[src/include/bhb_pkg.sv]
package bhb_pkg;

  // ----------------------------------------------------------------
  // register map (byte offsets)
  // ----------------------------------------------------------------
  localparam logic [7:0] REG_CTRL = 8'h00;
  localparam logic [7:0] REG_SFCFG = 8'h04;
  localparam logic [7:0] REG_SEQ = 8'h08;
  localparam logic [7:0] REG_NETID = 8'h0c;
  localparam logic [7:0] REG_ADDR_LO = 8'h10;
  localparam logic [7:0] REG_ADDR_HI = 8'h14;
  localparam logic [7:0] REG_SEC_CTRL = 8'h18;
  localparam logic [7:0] REG_SEC_CNT = 8'h1c;
  localparam logic [7:0] REG_STATUS = 8'h20;
  localparam logic [7:0] REG_TX_SPEC = 8'h24;
  localparam logic [7:0] REG_RX_SPEC = 8'h28;
  localparam logic [7:0] REG_RX_SRC = 8'h2c;

  // CTRL bits
  localparam int CTRL_START = 0;
  localparam int CTRL_SEC = 1;
  localparam int CTRL_LONG = 2;
  localparam int CTRL_COORD = 3;
  localparam int CTRL_ASSOC = 4;
  localparam int CTRL_SLOTP = 5;
  localparam int CTRL_CSE = 6;
  localparam int CTRL_PEND = 7;
  localparam int CTRL_MAINT = 8;
  localparam logic [8:0] CTRL_RESET = 9'h000;

  // SFCFG fields
  localparam int CFG_BO = 0;
  localparam int CFG_SO = 4;
  localparam int CFG_FCAP = 8;
  localparam int CFG_DCNT = 12;
  localparam int CFG_CELL = 16;

  // STATUS bits
  localparam int ST_BUSY = 0;
  localparam int ST_CAP_SHORT = 1;
  localparam int ST_RX_DONE = 2;
  localparam int ST_RX_NOT_BCN = 3;
  localparam int ST_RX_CELL = 4;
  localparam int ST_RX_SLOTS = 5;

  // ----------------------------------------------------------------
  // frame control, superframe spec, slot-allocation spec layouts
  // ----------------------------------------------------------------
  localparam int FC_TYPE = 0;
  localparam int FC_SEC = 3;
  localparam int FC_PEND = 4;
  localparam int FC_SRCM = 14;
  localparam logic [2:0] FT_BEACON = 3'h0;
  localparam logic [1:0] SRCM_SHORT = 2'h2;
  localparam logic [1:0] SRCM_LONG = 2'h3;
  localparam logic [15:0] FC_KEEP = 16'hc01f;
  localparam int SF_BO = 0;
  localparam int SF_SO = 4;
  localparam int SF_FCAP = 8;
  localparam int SF_COORD = 13;
  localparam int SF_ASSOC = 14;
  localparam int SF_CSE = 15;
  localparam logic [15:0] SF_KEEP = 16'hefff;
  localparam int GS_DCNT = 0;
  localparam int GS_PERMIT = 7;
  localparam logic [7:0] GS_KEEP = 8'h87;
  localparam logic [3:0] MIN_CAP_SLOTS = 4'h8;

  // field walker shared by builder and parser
  typedef enum logic [3:0] {
    F_IDLE = 4'h0,
    F_FC = 4'h1,
    F_SEQ = 4'h3,
    F_NETID = 4'h2,
    F_ADDR = 4'h6,
    F_SEC = 4'h7,
    F_SF = 4'h5,
    F_GTS = 4'h4,
    F_CELL = 4'hc
  } bhb_field_t;

  function automatic logic [3:0] field_len(bhb_field_t f, logic long_a);
    unique case (f)
      F_FC: field_len = 4'h2;
      F_NETID: field_len = 4'h2;
      F_ADDR: field_len = long_a ? 4'h8 : 4'h2;
      F_SEC: field_len = 4'h5;
      F_SF: field_len = 4'h2;
      default: field_len = 4'h1;
    endcase
  endfunction

  function automatic bhb_field_t next_field(bhb_field_t f, logic sec,
                                            logic cse);
    unique case (f)
      F_FC: next_field = F_SEQ;
      F_SEQ: next_field = F_NETID;
      F_NETID: next_field = F_ADDR;
      F_ADDR: next_field = sec ? F_SEC : F_SF;
      F_SEC: next_field = F_SF;
      F_SF: next_field = F_GTS;
      F_GTS: next_field = cse ? F_CELL : F_IDLE;
      default: next_field = F_IDLE;
    endcase
  endfunction

endpackage

[src/include/bhb_rx_if.sv]
`timescale 1ns/1ns
interface bhb_rx_if (
  input wire logic clk,
  input wire logic rst_n
);
  logic start;
  logic valid;
  logic [7:0] data;
  logic done;
  logic not_beacon;
  logic [7:0] seq;
  logic [15:0] netid;
  logic [15:0] src16;
  logic [15:0] sf;
  logic [7:0] guaranteed_time_slot;

  modport core (
    input clk, rst_n, done, not_beacon, seq, netid, src16, sf, guaranteed_time_slot,
    output start, valid, data
  );
  modport rx (
    input clk, rst_n, start, valid, data,
    output done, not_beacon, seq, netid, src16, sf, guaranteed_time_slot
  );
endinterface

[src/core/bhb_rx.sv]
`timescale 1ns/1ns
module bhb_rx (
  bhb_rx_if.rx rx
);

  typedef struct packed {
    bhb_pkg::bhb_field_t st;
    logic [3:0] k;
    logic [15:0] fc;
    logic [7:0] seq;
    logic [15:0] netid;
    logic [15:0] src16;
    logic [15:0] sf;
    logic [7:0] guaranteed_time_slot;
    logic done;
    logic not_beacon;
  } bhb_rx_st_t;

  bhb_rx_st_t s_q;
  bhb_rx_st_t s_d;

  always_comb begin
    logic long_a;
    logic sec;
    long_a = 1'b0;
    sec = 1'b0;
    s_d = s_q;
    s_d.done = 1'b0;
    if (rx.start) begin
      s_d.st = bhb_pkg::F_FC;
      s_d.k = 4'h0;
      s_d.not_beacon = 1'b0;
    end else if (rx.valid && s_q.st != bhb_pkg::F_IDLE) begin
      unique case (s_q.st)
        bhb_pkg::F_FC: begin
          // unassigned subfields are dropped on capture
          if (s_q.k == 4'h0) begin
            s_d.fc[7:0] = rx.data & bhb_pkg::FC_KEEP[7:0];
          end else begin
            s_d.fc[15:8] = rx.data & bhb_pkg::FC_KEEP[15:8];
          end
        end
        bhb_pkg::F_SEQ: s_d.seq = rx.data;
        bhb_pkg::F_NETID: begin
          if (s_q.k == 4'h0) begin
            s_d.netid[7:0] = rx.data;
          end else begin
            s_d.netid[15:8] = rx.data;
          end
        end
        bhb_pkg::F_ADDR: begin
          if (s_q.k == 4'h0) begin
            s_d.src16[7:0] = rx.data;
          end else if (s_q.k == 4'h1) begin
            s_d.src16[15:8] = rx.data;
          end
        end
        bhb_pkg::F_SF: begin
          if (s_q.k == 4'h0) begin
            s_d.sf[7:0] = rx.data & bhb_pkg::SF_KEEP[7:0];
          end else begin
            s_d.sf[15:8] = rx.data & bhb_pkg::SF_KEEP[15:8];
          end
        end
        bhb_pkg::F_GTS: s_d.guaranteed_time_slot = rx.data & bhb_pkg::GS_KEEP;
        default: ;
      endcase
      long_a = s_d.fc[bhb_pkg::FC_SRCM +: 2] == bhb_pkg::SRCM_LONG;
      sec = s_d.fc[bhb_pkg::FC_SEC];
      if (s_q.k + 4'h1 == bhb_pkg::field_len(s_q.st, long_a)) begin
        // parsing stops at the slot-allocation spec; what follows
        // depends on the count and the cell-search bit
        s_d.st = bhb_pkg::next_field(s_q.st, sec, 1'b0);
        s_d.k = 4'h0;
      end else begin
        s_d.k = s_q.k + 4'h1;
      end
      if (s_q.st == bhb_pkg::F_FC && s_q.k == 4'h1 &&
          s_d.fc[bhb_pkg::FC_TYPE +: 3] != bhb_pkg::FT_BEACON) begin
        s_d.not_beacon = 1'b1;
        s_d.st = bhb_pkg::F_IDLE;
      end
      if (s_q.st == bhb_pkg::F_GTS) begin
        s_d.done = 1'b1;
      end
    end
  end

  always_ff @(posedge rx.clk or negedge rx.rst_n) begin
    if (!rx.rst_n) begin
      s_q <= '0;
    end else begin
      s_q <= s_d;
    end
  end

  assign rx.done = s_q.done;
  assign rx.not_beacon = s_q.not_beacon;
  assign rx.seq = s_q.seq;
  assign rx.netid = s_q.netid;
  assign rx.src16 = s_q.src16;
  assign rx.sf = s_q.sf;
  assign rx.guaranteed_time_slot = s_q.guaranteed_time_slot;

endmodule

[src/core/bhb_top.sv]
`timescale 1ns/1ns
// Contract
// header order: control, sequence, network id, address
// beacon frame type, source mode matches address
// security enabled bit set when protected
// unassigned control bits zero, ignored on receive
// sequence octet from beacon_seq_counter
// network id and address of sender
// auxiliary security header carries security parameters
// superframe bits 0-3 beacon order
// superframe bits 4-7 superframe order
// superframe bits 8-11 final contention slot
// contention period not below minimum, maintenance excepted; code only refuses a short one when the slot count is zero
// bit 13 set when coordinator sends
// bit 14 copies association_permit_attr
// cell-search length octet only when bit 15
// slot spec: count 0-2, reserved, permit 7
// zero count omits slot-direction and slot-list
// permit bit follows slot_permit_attr
// reserved superframe and slot bits zero, ignored
module bhb_top #(
  parameter logic [3:0] MIN_CAP_SLOTS = bhb_pkg::MIN_CAP_SLOTS
) (
  input wire logic CLK_I,
  input wire logic ARST_N_I,
  input wire logic HSEL_I,
  input wire logic [31:0] HADDR_I,
  input wire logic [1:0] HTRANS_I,
  input wire logic HWRITE_I,
  input wire logic [2:0] HSIZE_I,
  input wire logic [31:0] HWDATA_I,
  input wire logic HREADY_I,
  output logic [31:0] HRDATA_O,
  output logic HREADYOUT_O,
  output logic HRESP_O,
  output logic [7:0] TX_DATA_O,
  output logic TX_VALID_O,
  output logic TX_LAST_O,
  output logic TX_SLOTS_FOLLOW_O,
  input wire logic TX_READY_I,
  input wire logic RX_START_I,
  input wire logic RX_VALID_I,
  input wire logic [7:0] RX_DATA_I
);

  // ----------------------------------------------------------------
  // reset release
  // ----------------------------------------------------------------
  logic rst_meta_q;
  logic rst_n_q;

  always_ff @(posedge CLK_I or negedge ARST_N_I) begin
    if (!ARST_N_I) begin
      rst_meta_q <= 1'b0;
      rst_n_q <= 1'b0;
    end else begin
      rst_meta_q <= 1'b1;
      rst_n_q <= rst_meta_q;
    end
  end

  // ----------------------------------------------------------------
  // state
  // ----------------------------------------------------------------
  typedef struct packed {
    logic ph_wr;
    logic [7:0] ph_addr;
    logic [31:0] hrdata;
    logic [8:1] ctrl;
    logic [23:0] sfcfg;
    logic [7:0] seq;
    logic [15:0] netid;
    logic [63:0] addr;
    logic [7:0] sec_ctrl;
    logic [31:0] sec_cnt;
    logic cap_short;
    logic rx_done;
    bhb_pkg::bhb_field_t st;
    logic [3:0] k;
    logic valid;
    logic last;
    logic [7:0] data;
    logic [15:0] b_fc;
    logic [7:0] b_seq;
    logic [15:0] b_netid;
    logic [63:0] b_addr;
    logic [39:0] b_sec;
    logic [15:0] b_sf;
    logic [7:0] b_gts;
    logic [7:0] b_cell;
  } bhb_top_st_t;

  bhb_top_st_t s_q;
  bhb_top_st_t s_d;

  bhb_rx_if rxi (
    .clk(CLK_I),
    .rst_n(rst_n_q)
  );

  bhb_rx u_rx (
    .rx(rxi.rx)
  );

  assign rxi.start = RX_START_I;
  assign rxi.valid = RX_VALID_I;
  assign rxi.data = RX_DATA_I;

  // ----------------------------------------------------------------
  // header octet of a field position, from the frozen snapshot
  // ----------------------------------------------------------------
  function automatic logic [7:0] octet(bhb_top_st_t s,
                                       bhb_pkg::bhb_field_t f,
                                       logic [3:0] k);
    logic [63:0] sh;
    sh = '0;
    octet = 8'h00;
    unique case (f)
      bhb_pkg::F_FC: octet = k[0] ? s.b_fc[15:8] : s.b_fc[7:0];
      bhb_pkg::F_SEQ: octet = s.b_seq;
      bhb_pkg::F_NETID: octet = k[0] ? s.b_netid[15:8] : s.b_netid[7:0];
      bhb_pkg::F_ADDR: begin
        sh = s.b_addr >> {k[2:0], 3'h0};
        octet = sh[7:0];
      end
      bhb_pkg::F_SEC: begin
        sh = {24'h000000, s.b_sec} >> {k[2:0], 3'h0};
        octet = sh[7:0];
      end
      bhb_pkg::F_SF: octet = k[0] ? s.b_sf[15:8] : s.b_sf[7:0];
      bhb_pkg::F_GTS: octet = s.b_gts;
      bhb_pkg::F_CELL: octet = s.b_cell;
      default: octet = 8'h00;
    endcase
  endfunction

  // ----------------------------------------------------------------
  // next state
  // ----------------------------------------------------------------
  logic [15:0] fc_w;
  logic [15:0] sf_w;
  logic [7:0] gts_w;
  logic [8:1] ctrl_w;
  logic cap_bad;

  always_comb begin
    // the control write that starts a beacon also configures it
    ctrl_w = (s_q.ph_wr && s_q.ph_addr == bhb_pkg::REG_CTRL) ?
      HWDATA_I[8:1] : s_q.ctrl;
    fc_w = '0;
    fc_w[bhb_pkg::FC_TYPE +: 3] = bhb_pkg::FT_BEACON;
    fc_w[bhb_pkg::FC_SEC] = ctrl_w[bhb_pkg::CTRL_SEC];
    fc_w[bhb_pkg::FC_PEND] = ctrl_w[bhb_pkg::CTRL_PEND];
    fc_w[bhb_pkg::FC_SRCM +: 2] = ctrl_w[bhb_pkg::CTRL_LONG] ?
      bhb_pkg::SRCM_LONG : bhb_pkg::SRCM_SHORT;
    sf_w = '0;
    sf_w[bhb_pkg::SF_BO +: 4] = s_q.sfcfg[bhb_pkg::CFG_BO +: 4];
    sf_w[bhb_pkg::SF_SO +: 4] = s_q.sfcfg[bhb_pkg::CFG_SO +: 4];
    sf_w[bhb_pkg::SF_FCAP +: 4] = s_q.sfcfg[bhb_pkg::CFG_FCAP +: 4];
    sf_w[bhb_pkg::SF_COORD] = ctrl_w[bhb_pkg::CTRL_COORD];
    sf_w[bhb_pkg::SF_ASSOC] = ctrl_w[bhb_pkg::CTRL_ASSOC];
    sf_w[bhb_pkg::SF_CSE] = ctrl_w[bhb_pkg::CTRL_CSE];
    gts_w = '0;
    gts_w[bhb_pkg::GS_DCNT +: 3] = s_q.sfcfg[bhb_pkg::CFG_DCNT +: 3];
    gts_w[bhb_pkg::GS_PERMIT] = ctrl_w[bhb_pkg::CTRL_SLOTP];
    // slots 0..final belong to the contention period
    cap_bad = ({1'b0, s_q.sfcfg[bhb_pkg::CFG_FCAP +: 4]} + 5'h01 <
               {1'b0, MIN_CAP_SLOTS}) &&
              !ctrl_w[bhb_pkg::CTRL_MAINT] &&
              (s_q.sfcfg[bhb_pkg::CFG_DCNT +: 3] == 3'h0);
  end

  always_comb begin
    logic [31:0] rd;
    logic rd_req;
    logic start;
    logic wr;
    bhb_pkg::bhb_field_t nf;
    rd = 32'h00000000;
    nf = bhb_pkg::F_IDLE;
    s_d = s_q;
    wr = s_q.ph_wr;
    start = wr && s_q.ph_addr == bhb_pkg::REG_CTRL &&
            HWDATA_I[bhb_pkg::CTRL_START];

    // address phase; only whole-word singles are expected
    rd_req = HSEL_I && HREADY_I && HTRANS_I[1];
    s_d.ph_wr = rd_req && HWRITE_I;
    s_d.ph_addr = {HADDR_I[7:2], 2'h0};
    unique case ({HADDR_I[7:2], 2'h0})
      bhb_pkg::REG_CTRL: rd = {23'h000000, s_q.ctrl, 1'b0};
      bhb_pkg::REG_SFCFG: rd = {8'h00, s_q.sfcfg};
      bhb_pkg::REG_SEQ: rd = {24'h000000, s_q.seq};
      bhb_pkg::REG_NETID: rd = {16'h0000, s_q.netid};
      bhb_pkg::REG_ADDR_LO: rd = s_q.addr[31:0];
      bhb_pkg::REG_ADDR_HI: rd = s_q.addr[63:32];
      bhb_pkg::REG_SEC_CTRL: rd = {24'h000000, s_q.sec_ctrl};
      bhb_pkg::REG_SEC_CNT: rd = s_q.sec_cnt;
      bhb_pkg::REG_STATUS: begin
        rd[bhb_pkg::ST_BUSY] = s_q.st != bhb_pkg::F_IDLE;
        rd[bhb_pkg::ST_CAP_SHORT] = s_q.cap_short;
        rd[bhb_pkg::ST_RX_DONE] = s_q.rx_done;
        rd[bhb_pkg::ST_RX_NOT_BCN] = rxi.not_beacon;
        rd[bhb_pkg::ST_RX_CELL] = rxi.sf[bhb_pkg::SF_CSE];
        rd[bhb_pkg::ST_RX_SLOTS] =
          rxi.guaranteed_time_slot[bhb_pkg::GS_DCNT +: 3] != 3'h0;
      end
      bhb_pkg::REG_TX_SPEC: rd = {8'h00, gts_w, sf_w};
      bhb_pkg::REG_RX_SPEC: rd = {rxi.seq, rxi.guaranteed_time_slot, rxi.sf};
      bhb_pkg::REG_RX_SRC: rd = {rxi.src16, rxi.netid};
      default: rd = 32'h00000000;
    endcase
    s_d.hrdata = (rd_req && !HWRITE_I) ? rd : 32'h00000000;

    // counter advances once the last header octet has left
    if (s_q.valid && TX_READY_I && s_q.last) begin
      s_d.seq = s_q.seq + 8'h01;
    end

    // data phase writes
    if (wr) begin
      unique case (s_q.ph_addr)
        bhb_pkg::REG_CTRL: s_d.ctrl = HWDATA_I[8:1];
        bhb_pkg::REG_SFCFG: s_d.sfcfg = HWDATA_I[23:0];
        bhb_pkg::REG_SEQ: s_d.seq = HWDATA_I[7:0];
        bhb_pkg::REG_NETID: s_d.netid = HWDATA_I[15:0];
        bhb_pkg::REG_ADDR_LO: s_d.addr[31:0] = HWDATA_I;
        bhb_pkg::REG_ADDR_HI: s_d.addr[63:32] = HWDATA_I;
        bhb_pkg::REG_SEC_CTRL: s_d.sec_ctrl = HWDATA_I[7:0];
        bhb_pkg::REG_SEC_CNT: s_d.sec_cnt = HWDATA_I;
        bhb_pkg::REG_STATUS: begin
          if (HWDATA_I[bhb_pkg::ST_CAP_SHORT]) begin
            s_d.cap_short = 1'b0;
          end
          if (HWDATA_I[bhb_pkg::ST_RX_DONE]) begin
            s_d.rx_done = 1'b0;
          end
        end
        default: ;
      endcase
    end

    // sticky sets come after the clears so a same-cycle event wins
    if (rxi.done) begin
      s_d.rx_done = 1'b1;
    end

    // builder: walk the header one octet per accepted handshake
    if (s_q.st == bhb_pkg::F_IDLE) begin
      if (start && cap_bad) begin
        s_d.cap_short = 1'b1;
      end else if (start) begin
        // snapshot so register writes cannot tear a beacon
        s_d.b_fc = fc_w;
        s_d.b_seq = s_q.seq;
        s_d.b_netid = s_q.netid;
        s_d.b_addr = s_q.addr;
        s_d.b_sec = {s_q.sec_cnt, s_q.sec_ctrl};
        s_d.b_sf = sf_w;
        s_d.b_gts = gts_w;
        s_d.b_cell = s_q.sfcfg[bhb_pkg::CFG_CELL +: 8];
        s_d.st = bhb_pkg::F_FC;
        s_d.k = 4'h0;
        s_d.valid = 1'b1;
        s_d.last = 1'b0;
        s_d.data = fc_w[7:0];
      end
    end else if (s_q.valid && TX_READY_I) begin
      if (s_q.k + 4'h1 ==
          bhb_pkg::field_len(s_q.st, s_q.b_fc[bhb_pkg::FC_SRCM +: 2] ==
                             bhb_pkg::SRCM_LONG)) begin
        nf = bhb_pkg::next_field(s_q.st, s_q.b_fc[bhb_pkg::FC_SEC],
                                 s_q.b_sf[bhb_pkg::SF_CSE]);
        s_d.st = nf;
        s_d.k = 4'h0;
      end else begin
        s_d.k = s_q.k + 4'h1;
      end
      s_d.valid = s_d.st != bhb_pkg::F_IDLE;
      s_d.data = octet(s_q, s_d.st, s_d.k);
      s_d.last = s_d.valid &&
        (s_d.k + 4'h1 == bhb_pkg::field_len(s_d.st,
          s_q.b_fc[bhb_pkg::FC_SRCM +: 2] == bhb_pkg::SRCM_LONG)) &&
        bhb_pkg::next_field(s_d.st, s_q.b_fc[bhb_pkg::FC_SEC],
          s_q.b_sf[bhb_pkg::SF_CSE]) == bhb_pkg::F_IDLE;
    end
  end

  always_ff @(posedge CLK_I or negedge rst_n_q) begin
    if (!rst_n_q) begin
      s_q <= '0;
    end else begin
      s_q <= s_d;
    end
  end

  // ----------------------------------------------------------------
  // outputs
  // ----------------------------------------------------------------
  assign HRDATA_O = s_q.hrdata;
  assign HREADYOUT_O = 1'b1;
  assign HRESP_O = 1'b0;
  assign TX_DATA_O = s_q.data;
  assign TX_VALID_O = s_q.valid;
  assign TX_LAST_O = s_q.last;
  // upstream inserts directions and list only for a nonzero count
  assign TX_SLOTS_FOLLOW_O = s_q.st != bhb_pkg::F_IDLE &&
    s_q.b_gts[bhb_pkg::GS_DCNT +: 3] != 3'h0;

endmodule

[config.mk]
export PLATFORM = sky130hd
export DESIGN_NAME = bhb_top
export DESIGN_NICKNAME = d
export VERILOG_FILES = /design/src/include/bhb_pkg.sv /design/src/include/bhb_rx_if.sv /design/src/core/bhb_rx.sv /design/src/core/bhb_top.sv
export SDC_FILE = /design/constraint.sdc
export NUM_CORES = 1
export LEC_CHECK = 0
export ABC_AREA = 1
export CELL_PAD_IN_SITES_DETAIL_PLACEMENT = 0
export CELL_PAD_IN_SITES_GLOBAL_PLACEMENT = 1
export CORE_ASPECT_RATIO = 1.4
export CORE_MARGIN = 1.5
export CORE_UTILIZATION = 40
export CTS_BUF_LIST = sky130_fd_sc_hd__clkbuf_2
export DETAILED_ROUTE_END_ITERATION = 6
export DONT_BUFFER_PORTS = 1
export GPL_TIMING_DRIVEN = 0
export HOLD_SLACK_MARGIN = 0.05
export PLACE_DENSITY_LB_ADDON = 0.1
export SLEW_MARGIN = 20
export SYNTH_ARGS = -nofsm -noshare
export SYNTH_HDL_FRONTEND = slang
export SYNTH_HIERARCHICAL = 1
export SYNTH_SLANG_ARGS = --single-unit
[constraint.sdc]
create_clock -name CLK_I -period 33.4 [get_ports CLK_I]
set_input_delay 5.01 -clock CLK_I [delete_from_list [all_inputs] [get_ports CLK_I]]
set_output_delay 5.01 -clock CLK_I [all_outputs]
set_load 0.01 [all_outputs]
==> results by stage, run 1 <==
Yosys:
- The most frequently used flop master after synthesis is sky130_fd_sc_hd__dfrtp_1.
- The gate count of the mapped netlist is 2574.
- Of all flip-flops after synthesis, the portion carrying an async set or reset was 1.00.
- The sequential-to-total area share from yosys stat is 0.532.
- The number of warnings reported in the yosys synthesis log is 6.
- The number of flops mapped to enable cells by yosys is 0.
- In this run the mean area of a mapped cell was 8.29 sq um.
- After synthesis the netlist holds a flip-flop and latch count of 454.
- The netlist uses 51 different library cells.
- In this run the cell area of the synthesized design comes to 21300 sq um.

Place:
- The worst-case setup slack after placement is 24.83 ns.
- The post-DP HPWL is 64100 um.
- Routability-driven placement finished with a final weighted congestion of 0.948.
- Including well taps, the total number of placed cells is 3303.
- During placement, the flow inserted port buffers numbering 0.

Clocking:
- In this run, CTS created clock tree buffers numbering 113.
- Once the clock tree was built, the resizer swapped 0 gates to a different size.
- The clock passes through at most 3 buffers.
- CTS saw 454 sinks.
- The post-CTS setup-driven buffer insertion count is 0.
- The number of hold buffers added after CTS is 0.
- Clock latency on the worst-skew pair, taken at its later pin, is 1.17 ns.
- The H-tree generated during clock tree synthesis spans 3 levels.
- TritonCTS built the clock tree.
- The clock transition at the registers of the reported paths is 0.11 ns.
- The library cell used as clock root buffer is sky130_fd_sc_hd__clkbuf_2.

Detailed routing:
- The routed design has 82000 um of wire.
- The iteration-0 DRC count of the detailed router is 1487.
- Summing over every cut layer, the via total after detailed routing is 18.4k.
- The total iterations of the first detailed-routing run is 7.
- For this run, design rule violations remaining after detail routing come to 0.
- After detailed routing, the average wire length per cell comes to 23.4 um.
- The count of nets left with antenna violations after detail routing is 0.
- Dividing the detail-routed via count by the number of cells gives 5.27.

Cells and area:
- Compared with the post-synthesis result, the final layout area differs by 10.4%.
- The non-filler instance count after layout is 3500.
- In the final layout, the share of cells above drive strength 1 is 0.133.
- The final net count is 2795.

Critical path:
- Data arrives at the worst endpoint at 2.97 ns.
- The peak per-stage delay on the critical path is 0.47 ns.
- The critical path required time is 28.39 ns.
- STA classifies the critical path endpoint as an output port.
- The number of buffers and inverters on the critical path is 3.
- The critical path's top delay family is simple AND/OR/NAND/NOR gates.
- Traced cell by cell, the critical path runs through nor2_1 -> inv_1 -> nor2_1 -> inv_1 -> o31ai_1 -> inv_1.
- The largest fanout on the critical path is 5.
- For this design, the slowest cell found on the critical path is sky130_fd_sc_hd__nor2_1.
- The most numerous cell type found on the critical path is sky130_fd_sc_hd__inv_1.
- The startpoint type of the worst setup path is a register.
- The critical path start-end classification is reg2out.

Power and ir drop:
- The largest voltage drop on the vdd net is 0.0000399 V.
- In this run the static leakage power is 0.0125 uW.
- Dividing total power by cell area gives a power density of 73.5 nW/um^2.

Timing:
- In the final timing run, aggregate negative setup slack is 0 ns.
- Setup repair after global routing left no endpoint under its margin.
- Measured against its own limit, the worst slew margin works out to 0.186.
- The worst-case clock skew is 0.0808 ns.
- Setup slack on the critical path of the routed design comes to 25.42 ns.
- The transition time at the pin with the least slew margin is 1.19 ns.
- The final number of max-transition violations is 0.
- Of the available clock period, the critical path in the final layout requires 0.239.
- The upper clock frequency limit is 0.125 GHz.
- Counting I/O delays and the setup requirement, the final critical path takes 7.98 ns.
- The final-report hold violation count came to 0.
- Setup violations remaining at the end of the flow were counted as 0.

Floorplan:
- The floorplan step set the die height to 276 um.
- 130 I/O pins were placed.
- The horizontal die dimension is 198 um.
- The starting utilization of the core area is 0.403.
- The area of the core is 52900 sq um.
- The die covers 54800 sq um.
- The number of core rows is 100.

Flow run:
- The number of max-capacitance violations reported is 0.

GRT:
- The via count of the first global-routing pass is 18.9k.
- The maximum number of pins on one net before global-route repair is 59.
- For this run, the total global-route usage over all layers was measured as 0.307.
- The first global-routing pass estimated 122000 um of wire.
- The number of antenna violations at the first check in global routing is 3.
- For this run the aggregate overflow at the end of global routing stands at 0.

Min path:
- The tightest min-delay check is of the reg2async type.

Status:
- The flow ran to the end, and the final reports show no timing, DRC or antenna violations.
[cells in the final DEF, fill, tap and decap left out, types with 12 or more instances in the layout]
cell                       instances
sky130_fd_sc_hd__nand4_1          14
sky130_fd_sc_hd__clkinv_1         28
sky130_fd_sc_hd__o22ai_1          37
sky130_fd_sc_hd__a21oi_1          58
sky130_fd_sc_hd__dfrtp_1         453
sky130_fd_sc_hd__o21ai_1          17
sky130_fd_sc_hd__nand2_1         791
sky130_fd_sc_hd__buf_2            28
sky130_fd_sc_hd__a221oi_1         30
sky130_fd_sc_hd__buf_4           111
sky130_fd_sc_hd__xor2_1           13
sky130_fd_sc_hd__clkbuf_1         72
sky130_fd_sc_hd__o21ai_0         330
sky130_fd_sc_hd__nor3_1           13
sky130_fd_sc_hd__nand3_1         134
sky130_fd_sc_hd__o211ai_1         14
sky130_fd_sc_hd__nand2_2          12
sky130_fd_sc_hd__nor2_1           82
sky130_fd_sc_hd__a31oi_1          14
sky130_fd_sc_hd__clkbuf_2        159
sky130_fd_sc_hd__inv_1           250
[final cells by class]
class	count	area, sq um
sequential	454	11400
buffer	216	1260
clock inverter	35	246
tap	714	893
timing repair buffer	10	233
inverter	261	980
antenna	3	7.51
fill	5520	29400
clock buffer	159	796
multi-input combinational	1648	7770
[cells by family after synthesis]
group,Yosys count,synth area share
and+or+nand+nor,1086,0.212
DFF,454,0.532
buffers and inverters,477,0.105
other,3,0.000528
AOI/OAI and AO/OA,532,0.140
adders and majority gates,6,0.00352
xor gates and xnor gates,16,0.00657
[worst paths after layout]
check	start	to	slack, ns	depth (start not counted)
max	s_q[193]	TX_SLOTS_FOLLOW_O	25.42	6
min reg2reg	rst_n_q	s_q[209]	0.32	0
min in group CLK_I	rst_meta_q	rst_n_q	0.37	0
max reg2reg	s_q[395]	s_q[130]	29.86	11
max in group asynchronous	ARST_N_I	rst_n_q	29.75	0
min	rst_n_q	s_q[209]	0.32	0
[power by group]
group / internal (uW) / leakage (uW) / switching, uW
registers: 604 / 0.00527 / 48.4
logic: 215 / 0.00650 / 467
clock network: 159 / 0.000775 / 238
[state kept, by name, summed over array words and instances (netlist names), 8 cells and up]
signal,count
u_rx/rx.src16,16
u_rx/rx.netid,16
TX_DATA_O,8
u_rx/s_q,13
HRDATA_O,32
u_rx/rx.sf,15
s_q,333
u_rx/rx.seq,8
[per-stage QoR]
step / util / instance area [sq um] / hold WS (ns) / power, uW
after floorplan: - / 21400 / 0.331 / 1120
after global placement: 0.420 / 22300 / 0.342 / 1330
after detailed placement: 0.425 / 22500 / 0.339 / 1330
after CTS: 0.445 / 23500 / 0.341 / 1740
after global routing: 0.445 / 23600 / 0.380 / 1850
final: 0.445 / 23600 / 0.319 / 1730
[Yosys cell counts (11+ instances only)]
master,n,share of area
sky130_fd_sc_hd__o21ai_1,17,0.0040
sky130_fd_sc_hd__a31oi_1,14,0.0041
sky130_fd_sc_hd__inv_1,250,0.044
sky130_fd_sc_hd__xor2_1,13,0.0053
sky130_fd_sc_hd__buf_2,28,0.0066
sky130_fd_sc_hd__o21ai_0,330,0.077
sky130_fd_sc_hd__a221oi_1,30,0.012
sky130_fd_sc_hd__buf_4,110,0.039
sky130_fd_sc_hd__a22oi_1,11,0.0039
sky130_fd_sc_hd__nor3_1,13,0.0030
sky130_fd_sc_hd__nor2_1,84,0.015
sky130_fd_sc_hd__o22ai_1,37,0.011
sky130_fd_sc_hd__dfrtp_1,454,0.53
sky130_fd_sc_hd__o211ai_1,14,0.0049
sky130_fd_sc_hd__nand3_1,134,0.031
sky130_fd_sc_hd__clkbuf_1,72,0.013
sky130_fd_sc_hd__a21oi_1,58,0.014
sky130_fd_sc_hd__nand2_1,791,0.14
sky130_fd_sc_hd__nand2_2,12,0.0035
sky130_fd_sc_hd__nand4_1,14,0.0041
[routing by layer]
| metal | global-route usage | up-vias | wire [um] |
|---|---|---|---|
| li1 | - | 8585 | - |
| met1 | 0.364 | 8972 | 31400 |
| met2 | 0.525 | 695 | 40700 |
| met3 | 0.0522 | 186 | 5240 |
| met4 | 0.171 | 2 | 4610 |
| met5 | 0 | - | 13 |
[worst reg2reg max path: stages, from the launching register on]
cell	delay, ns
sky130_fd_sc_hd__dfrtp_1	0.38
sky130_fd_sc_hd__nor2_1	0.13
sky130_fd_sc_hd__inv_1	0.08
sky130_fd_sc_hd__nor4_2	0.31
sky130_fd_sc_hd__nand2_1	0.24
sky130_fd_sc_hd__o21ai_0	0.33
sky130_fd_sc_hd__o311ai_0	0.31
sky130_fd_sc_hd__nand2_1	0.44
sky130_fd_sc_hd__clkbuf_1	0.47
sky130_fd_sc_hd__buf_1	0.56
sky130_fd_sc_hd__nand2_1	0.13
sky130_fd_sc_hd__nand2_1	0.10
Power figures use the tool's default switching activity.
==> run 2: changes to the inputs <==
==> constraint.sdc (replaced) <==
create_clock -name CLK_I -period 7.5 [get_ports CLK_I]
set_input_delay 1.125 -clock CLK_I [delete_from_list [all_inputs] [get_ports CLK_I]]
set_output_delay 1.125 -clock CLK_I [all_outputs]
set_load 0.01 [all_outputs]
==> results by stage, run 2 (synthesis results as in run 1) <==
Floorplan:
- The die is 276 um tall.
- The number of core rows is 100.
- The total area inside the core boundary comes to 52900 sq um.
- The starting utilization of the core area is 0.403.
- The die covers 54800 sq um.
- The top-level I/O count is 130.
- From left edge to right edge, the die measures 198 um.

Clocking:
- CTS built an H-tree with a depth of 3.
- The clock transition at the registers of the reported paths is 0.10 ns.
- The tree built by TritonCTS fans out to 454 sinks.
- The clock insertion delay at the later pin of the skew report is 1.19 ns.
- The post-CTS setup-driven buffer insertion count is 0.
- The TritonCTS clock tree is done.
- The number of clock buffers added by TritonCTS is 113.
- The clock passes through at most 3 buffers.
- In this run the clock root is driven by a sky130_fd_sc_hd__clkbuf_2.

Timing:
- The final period utilization is 0.555.
- The clock period could shrink to 4.16 ns.
- The final number of max-transition violations was 0.
- Setup repair after global routing left no endpoint under its margin.
- Based on the critical path, the design can be clocked at up to 0.240 GHz.
- In this run the tightest slew margin relative to its limit is 0.169.
- The worst-case clock skew is 0.0979 ns.
- The transition time at the pin with the least slew margin is 1.24 ns.
- The final-report hold violation count is 0.
- The count of final setup violators is 0.
- The total negative setup slack is 0 ns.

Cells and area:
- The filler cells instantiated in the layout total 5472.
- The final net count is 2814.
- For this run, the share of the core covered by cells in the final layout is 0.448.
- The sequential cells in the finished layout cover a total of 11400 sq um.
- The layout overhead on the synthesized area is 11.0%.
- In the layout the commonest cells are sky130_fd_sc_hd__nand2_1, sky130_fd_sc_hd__dfrtp_1, sky130_fd_sc_hd__o21ai_0, sky130_fd_sc_hd__inv_1, sky130_fd_sc_hd__clkbuf_2.
- The final non-filler cell area is 23700 sq um.
- Ranked by flip-flop count, first place goes to s_q.
- The number of flip-flops under the largest register name is 333.
- The commonest non-fill, non-tap cell in the layout is sky130_fd_sc_hd__nand2_1.
- In the final layout, the multi-input gates occupy 7770 sq um.
- The fraction of layout cells with a size suffix above 1 is 0.134.
- After the flow finishes, the layout carries non-filler instances totaling 3522.

Min path:
- The type of the most critical hold path is reg2async.

Flow run:
- The number of max-capacitance violations reported is 0.

Status:
- The run finished with clean final reports.

Critical path:
- For the worst setup path, the data arrival time is 3.04 ns.
- The worst setup path is launched from a register.
- STA classifies the critical path endpoint as an output port.
- Along the worst path, the maximum fanout reaches 5.
- The critical path required time is 6.38 ns.
- The critical path start-end classification is reg2out.

Detailed routing:
- The routed layout has 18.6k vias.
- The detailed-route DRC error count is 0.
- The first detailed-routing pass ran for 6 iterations.
- Using the TritonRoute via totals, the vias-per-cell ratio works out to 5.28.
- In this run the remaining antenna-violating nets after routing total 0.
- The detailed-route wire length per cell is 23.3 um.
- The routed design has 82200 um of wire.
- The iteration-0 DRC count of the detailed router is 1656.

GRT:
- The number of antenna violations at the first check in global routing is 4.
- The via count of the first global-routing pass is 18.9k.
- The global-route wire length before repair is 122000 um.
- Summed over all layers, the global routing overflow is 0.
- In the global route stage, overall resource usage came out at 0.308.
- The maximum number of pins on one net before global-route repair is 56.

Place:
- The count of input and output buffers is 0.
- The placer's final routability congestion estimate is 0.947.
- Summed over all nets, the half-perimeter wirelength after detailed placement is 64100 um.
- The number of instances in the placed design is 3304.
- The placed instance area is 22500 sq um.

Power and ir drop:
- Summing internal, switching and leakage power gives 7640 uW.
- The power per cell area is 322 nW/um^2.
- In this run the static leakage power is 0.0126 uW.
- The largest voltage drop on the vdd net is 0.000179 V.
[run 2: changes by cell type in the layout (fill, tap and decap cells not counted), sizes merged]
cell	previous run	this run
dlygate4sd3	0	18
bufinv	4	1
inv	262	263
clkbuf	231	236
clkinv	29	30
buf	154	155
diode	3	2
[run 2: path summary, 6_finish.rpt]
path                       slack [ns]         start  cells after the start                 to
max in group asynchronous        6.12       rst_n_q                      3       TX_DATA_O[6]
hold reg to reg                  0.13       rst_n_q                      0  u_rx/rx.netid[15]
setup reg to reg                 3.88      s_q[394]                     11            s_q[87]
setup / recovery                 3.34      s_q[193]                      6  TX_SLOTS_FOLLOW_O
hold / removal                   0.13       rst_n_q                      0  u_rx/rx.netid[15]
min in group CLK_I               0.19  HWDATA_I[25]                      2           s_q[261]
[run 2: layout make-up]
cell class                 instances  share of cell area
antenna                            2            0.000211
buffer                           216              0.0531
clock inverter                    34             0.00676
tap                              714              0.0377
timing repair buffer              29              0.0183
inverter                         261              0.0414
clock buffer                     164              0.0346
sequential                       454               0.480
multi-input combinational       1648               0.328
[run 2: critical path, cell delays in order (launching register included)]
cell and delay [ns]:
sky130_fd_sc_hd__dfrtp_1 0.45, sky130_fd_sc_hd__nor2_1 0.25, sky130_fd_sc_hd__inv_1 0.06, sky130_fd_sc_hd__nor2_1 0.52, sky130_fd_sc_hd__inv_1 0.33, sky130_fd_sc_hd__o31ai_1 0.16, sky130_fd_sc_hd__inv_1 0.13
[run 2: repair_timing]
item,CTS,global route
endpoints found under the hold margin,21,0
hold buffers,18,0
resized for setup,0,0
[run 2: metrics by stage]
stage / hold slack, ns / setup slack (ns)
after floorplan: 0.331 / 0.101
after global placement: 0.343 / -2.91
after detailed placement: 0.180 / 2.83
after CTS: 0.0576 / 3.25
after global routing: 0.121 / 3.28
final: 0.134 / 3.34
[run 2: report_power, final]
group,internal (uW),switching (uW)
Sequential,2690,208
Combinational,967,2110
Clock,618,1050
[run 2: per-layer routing]
layer,track usage,up-vias,share of wire
li1,-,8626,-
met1,0.372,9138,0.39
met2,0.530,644,0.50
met3,0.0407,183,0.054
met4,0.162,2,0.052
met5,0,-,0.00016
==> run 3: changes to the inputs <==
==> constraint.sdc (replaced) <==
create_clock -name CLK_I -period 3.7 [get_ports CLK_I]
set_input_delay 0.555 -clock CLK_I [delete_from_list [all_inputs] [get_ports CLK_I]]
set_output_delay 0.555 -clock CLK_I [all_outputs]
set_load 0.01 [all_outputs]
==> results by stage, run 3 (synthesis results as in run 1) <==
Floorplan:
- The initial utilization of the core area, before any placement, comes to 0.403.
- After floorplanning, the core was divided into 100 placement rows.
- The die is 276 um tall.
- The region available for standard cell placement spans 52900 sq um.
- Pin placement for this block handled 130 I/O pins.
- The area of the die is 54800 sq um.
- The floorplan step set the die width to 198 um.

Detailed routing:
- The detail route stage leaves a number of antenna-violating nets equal to 0.
- The detailed-route wire length per cell is 23.2 um.
- Dividing the detail-routed via count by the number of cells gives 5.28.
- The first TritonRoute pass finished after 6 iterations.
- The detailed-route DRC error count is 0.
- The detailed router finished its first iteration with 1522 violations.
- The routed via count is 18.9k.
- The post-detailed-routing wire length is 82800 um.

GRT:
- Entering global routing, the biggest net connects 59 pins.
- The combined global-route utilization of all metal layers is 0.311.
- The global-route wire length before repair is 123000 um.
- The via count of the first global-routing pass is 19.1k.
- The number of antenna violations at the first check in global routing came to 8.
- The leftover overflow at the end of global routing is 0.

Critical path:
- The launch instance of the worst register-to-register path is s_q[395].
- The peak per-stage delay on the critical path is 0.45 ns.
- At the worst endpoint, the arrival time is 2.97 ns.
- The element type at the critical path end is an output port.
- The number of buffers and inverters on the critical path is 3.
- The most common cell type on the critical path is sky130_fd_sc_hd__inv_1.
- In this run the worst path has a maximum fanout of 5.
- The signal on the critical path passes through nor2_1 -> inv_1 -> nor2_1 -> inv_1 -> o31ai_1 -> inv_1.
- The startpoint type of the worst setup path is a register.
- The master of the slowest instance on the critical path is sky130_fd_sc_hd__dfrtp_1.
- The critical path start-end classification is reg2out.
- The launch point of the worst path is s_q[193].
- The critical path's top delay family is simple AND/OR/NAND/NOR gates.
- The critical path required time is 3.14 ns.

Timing:
- After layout, the worst setup slack is 0.177 ns.
- The upper clock frequency limit is 0.284 GHz.
- The total negative setup slack is 0 ns.
- The tightest slew margin relative to the limit is 0.199.
- Counting I/O delays and the setup requirement, the final critical path takes 3.52 ns.
- The transition time at the pin with the least slew margin is 1.20 ns.
- Across all hold checks on the routed design, the worst slack comes to 0.142 ns.
- The final number of max-transition violations is 0.
- The worst-case clock skew is 0.0907 ns.
- The final-report hold violation count was 0.
- In the finished design, the share of the clock period the worst path needs comes to 0.952.
- Setup violations remaining at the end of the flow were counted as 0.

Place:
- The post-DP HPWL is 64200 um.
- After detailed placement, the total cell area comes to 22500 sq um.
- Routability-driven placement finished with a final weighted congestion of 0.944.
- The worst-case setup slack after placement is -0.277 ns.
- The count of buffers added on input and output ports is 0.

Clocking:
- In this run the deepest clock path goes through 3 buffers.
- After clock tree synthesis, the clock-pin slew on the worst setup and hold paths is 0.11 ns.
- TritonCTS built the clock tree.
- The number of H-tree branching levels is 3.
- After clock tree synthesis, the setup repair step added 0 buffers.
- The library cell used as clock root buffer is sky130_fd_sc_hd__clkbuf_2.
- The number of clock sinks seen by CTS is 454.
- The number of buffers inserted during clock tree synthesis is 113.
- The later pin in the worst-skew pair is clocked with a latency of 1.22 ns.

Min path:
- The type of the most critical hold path is in2reg.
- The worst hold path begins at HWDATA_I[28].

Cells and area:
- The register with the most flip-flops in the layout has 333 of them.
- The commonest non-fill, non-tap cell in the layout is sky130_fd_sc_hd__nand2_1.
- Counting flops per register, the top entry is s_q.
- The final non-filler cell area is 24200 sq um.
- The final-layout fill cell count is 5434.
- The library cells used most frequently in the layout, excluding fill and tap cells, are sky130_fd_sc_hd__nand2_1, sky130_fd_sc_hd__dfrtp_1, sky130_fd_sc_hd__o21ai_0, sky130_fd_sc_hd__inv_1, sky130_fd_sc_hd__clkbuf_2.
- The final net count is 2872.
- The fraction of layout cells with a size suffix above 1 is 0.130.
- Relative to the synthesized area, the layout overhead comes to 13.6%.

Power and ir drop:
- The logic gate share of total power is 0.407.
- The internal cell power is 8700 uW.
- The net load switching power is 6760 uW.
- The total chip power is 15500 uW.
- The switching power as a share of total power is 0.437.
- The power per cell area is 638 nW/um^2.
- The share of total power dissipated in the clock network is 0.213.
- Of the total power, registers draw 0.380.
- Summed over all cells, the static leakage comes to 0.0128 uW.
- The largest voltage drop on the vdd net is 0.000345 V.

Status:
- The run finished with clean final reports.

Flow run:
- Across the run, the number of max-cap violations was 0.
[run 3: metrics by stage]
| stage | std cells | util |
|---|---|---|
| CTS | 3565 | 0.457 |
| finish | 3569 | 0.458 |
| global route | 3569 | 0.458 |
| global placement | 3293 | 0.420 |
| floorplan | 2579 | - |
| detailed placement | 3303 | 0.425 |
[run 3: final timing paths]
kind	slack [ns]	cells after the start	endpoint
worst max-delay path	0.18	6	TX_SLOTS_FOLLOW_O
worst min-delay path	0.14	3	s_q[224]
worst max register to register	0.29	13	TX_DATA_O[3]
worst min register to register	0.21	0	u_rx/rx.netid[1]
max in group asynchronous	2.25	3	s_q[206]
min in group asynchronous	0.21	0	u_rx/rx.netid[1]
[run 3: timing repair]
action / 4_1_cts / 5_1_grt
endpoints found under the setup margin: 0 / 49
hold buffers: 77 / 0
endpoints found under the hold margin: 280 / 0
resized for setup: 0 / 7
[run 3: area by class of cell]
type / instances / area (sq um) / area share
Antenna cell: 4 / 10.0 / 0.000413
Buffer: 216 / 1260 / 0.0521
Inverter: 261 / 980 / 0.0404
Clock inverter: 24 / 121 / 0.00501
Tap cell: 714 / 893 / 0.0369
Timing Repair Buffer: 87 / 1020 / 0.0420
Sequential cell: 454 / 11400 / 0.469
Multi-Input combinational cell: 1648 / 7780 / 0.321
Clock buffer: 161 / 806 / 0.0333
[run 3: power by group through the flow]
stage | Clock [uW] | Sequential (uW) | Combinational, uW
3_5_place_dp | 0 | 5970 | 6090
2_1_floorplan | 0 | 5870 | 4210
5_1_grt | 3640 | 5940 | 6860
4_1_cts | 3380 | 5870 | 6240
3_3_place_gp | 0 | 6050 | 5950
6_report | 3300 | 5870 | 6280
[run 3: worst reg2reg max path: stages, from the launching register on]
cell and delay, ns:
sky130_fd_sc_hd__dfrtp_1 0.39, sky130_fd_sc_hd__nor2_1 0.14, sky130_fd_sc_hd__inv_1 0.07, sky130_fd_sc_hd__nor4_2 0.29
sky130_fd_sc_hd__nand2_1 0.23, sky130_fd_sc_hd__o21ai_0 0.37, sky130_fd_sc_hd__o311ai_0 0.38, sky130_fd_sc_hd__nand2_2 0.32
sky130_fd_sc_hd__inv_2 0.17, sky130_fd_sc_hd__nor2_2 0.40, sky130_fd_sc_hd__inv_1 0.11, sky130_fd_sc_hd__buf_2 0.22
sky130_fd_sc_hd__nand2_1 0.10, sky130_fd_sc_hd__nand2_1 0.05
[run 3: layer usage]
metal,GRT usage,share of wire,vias to the layer above
met5,0,0.00056,-
met4,0.164,0.054,8
met1,0.366,0.38,9250
li1,-,-,8728
met3,0.0605,0.060,193
met2,0.532,0.50,674
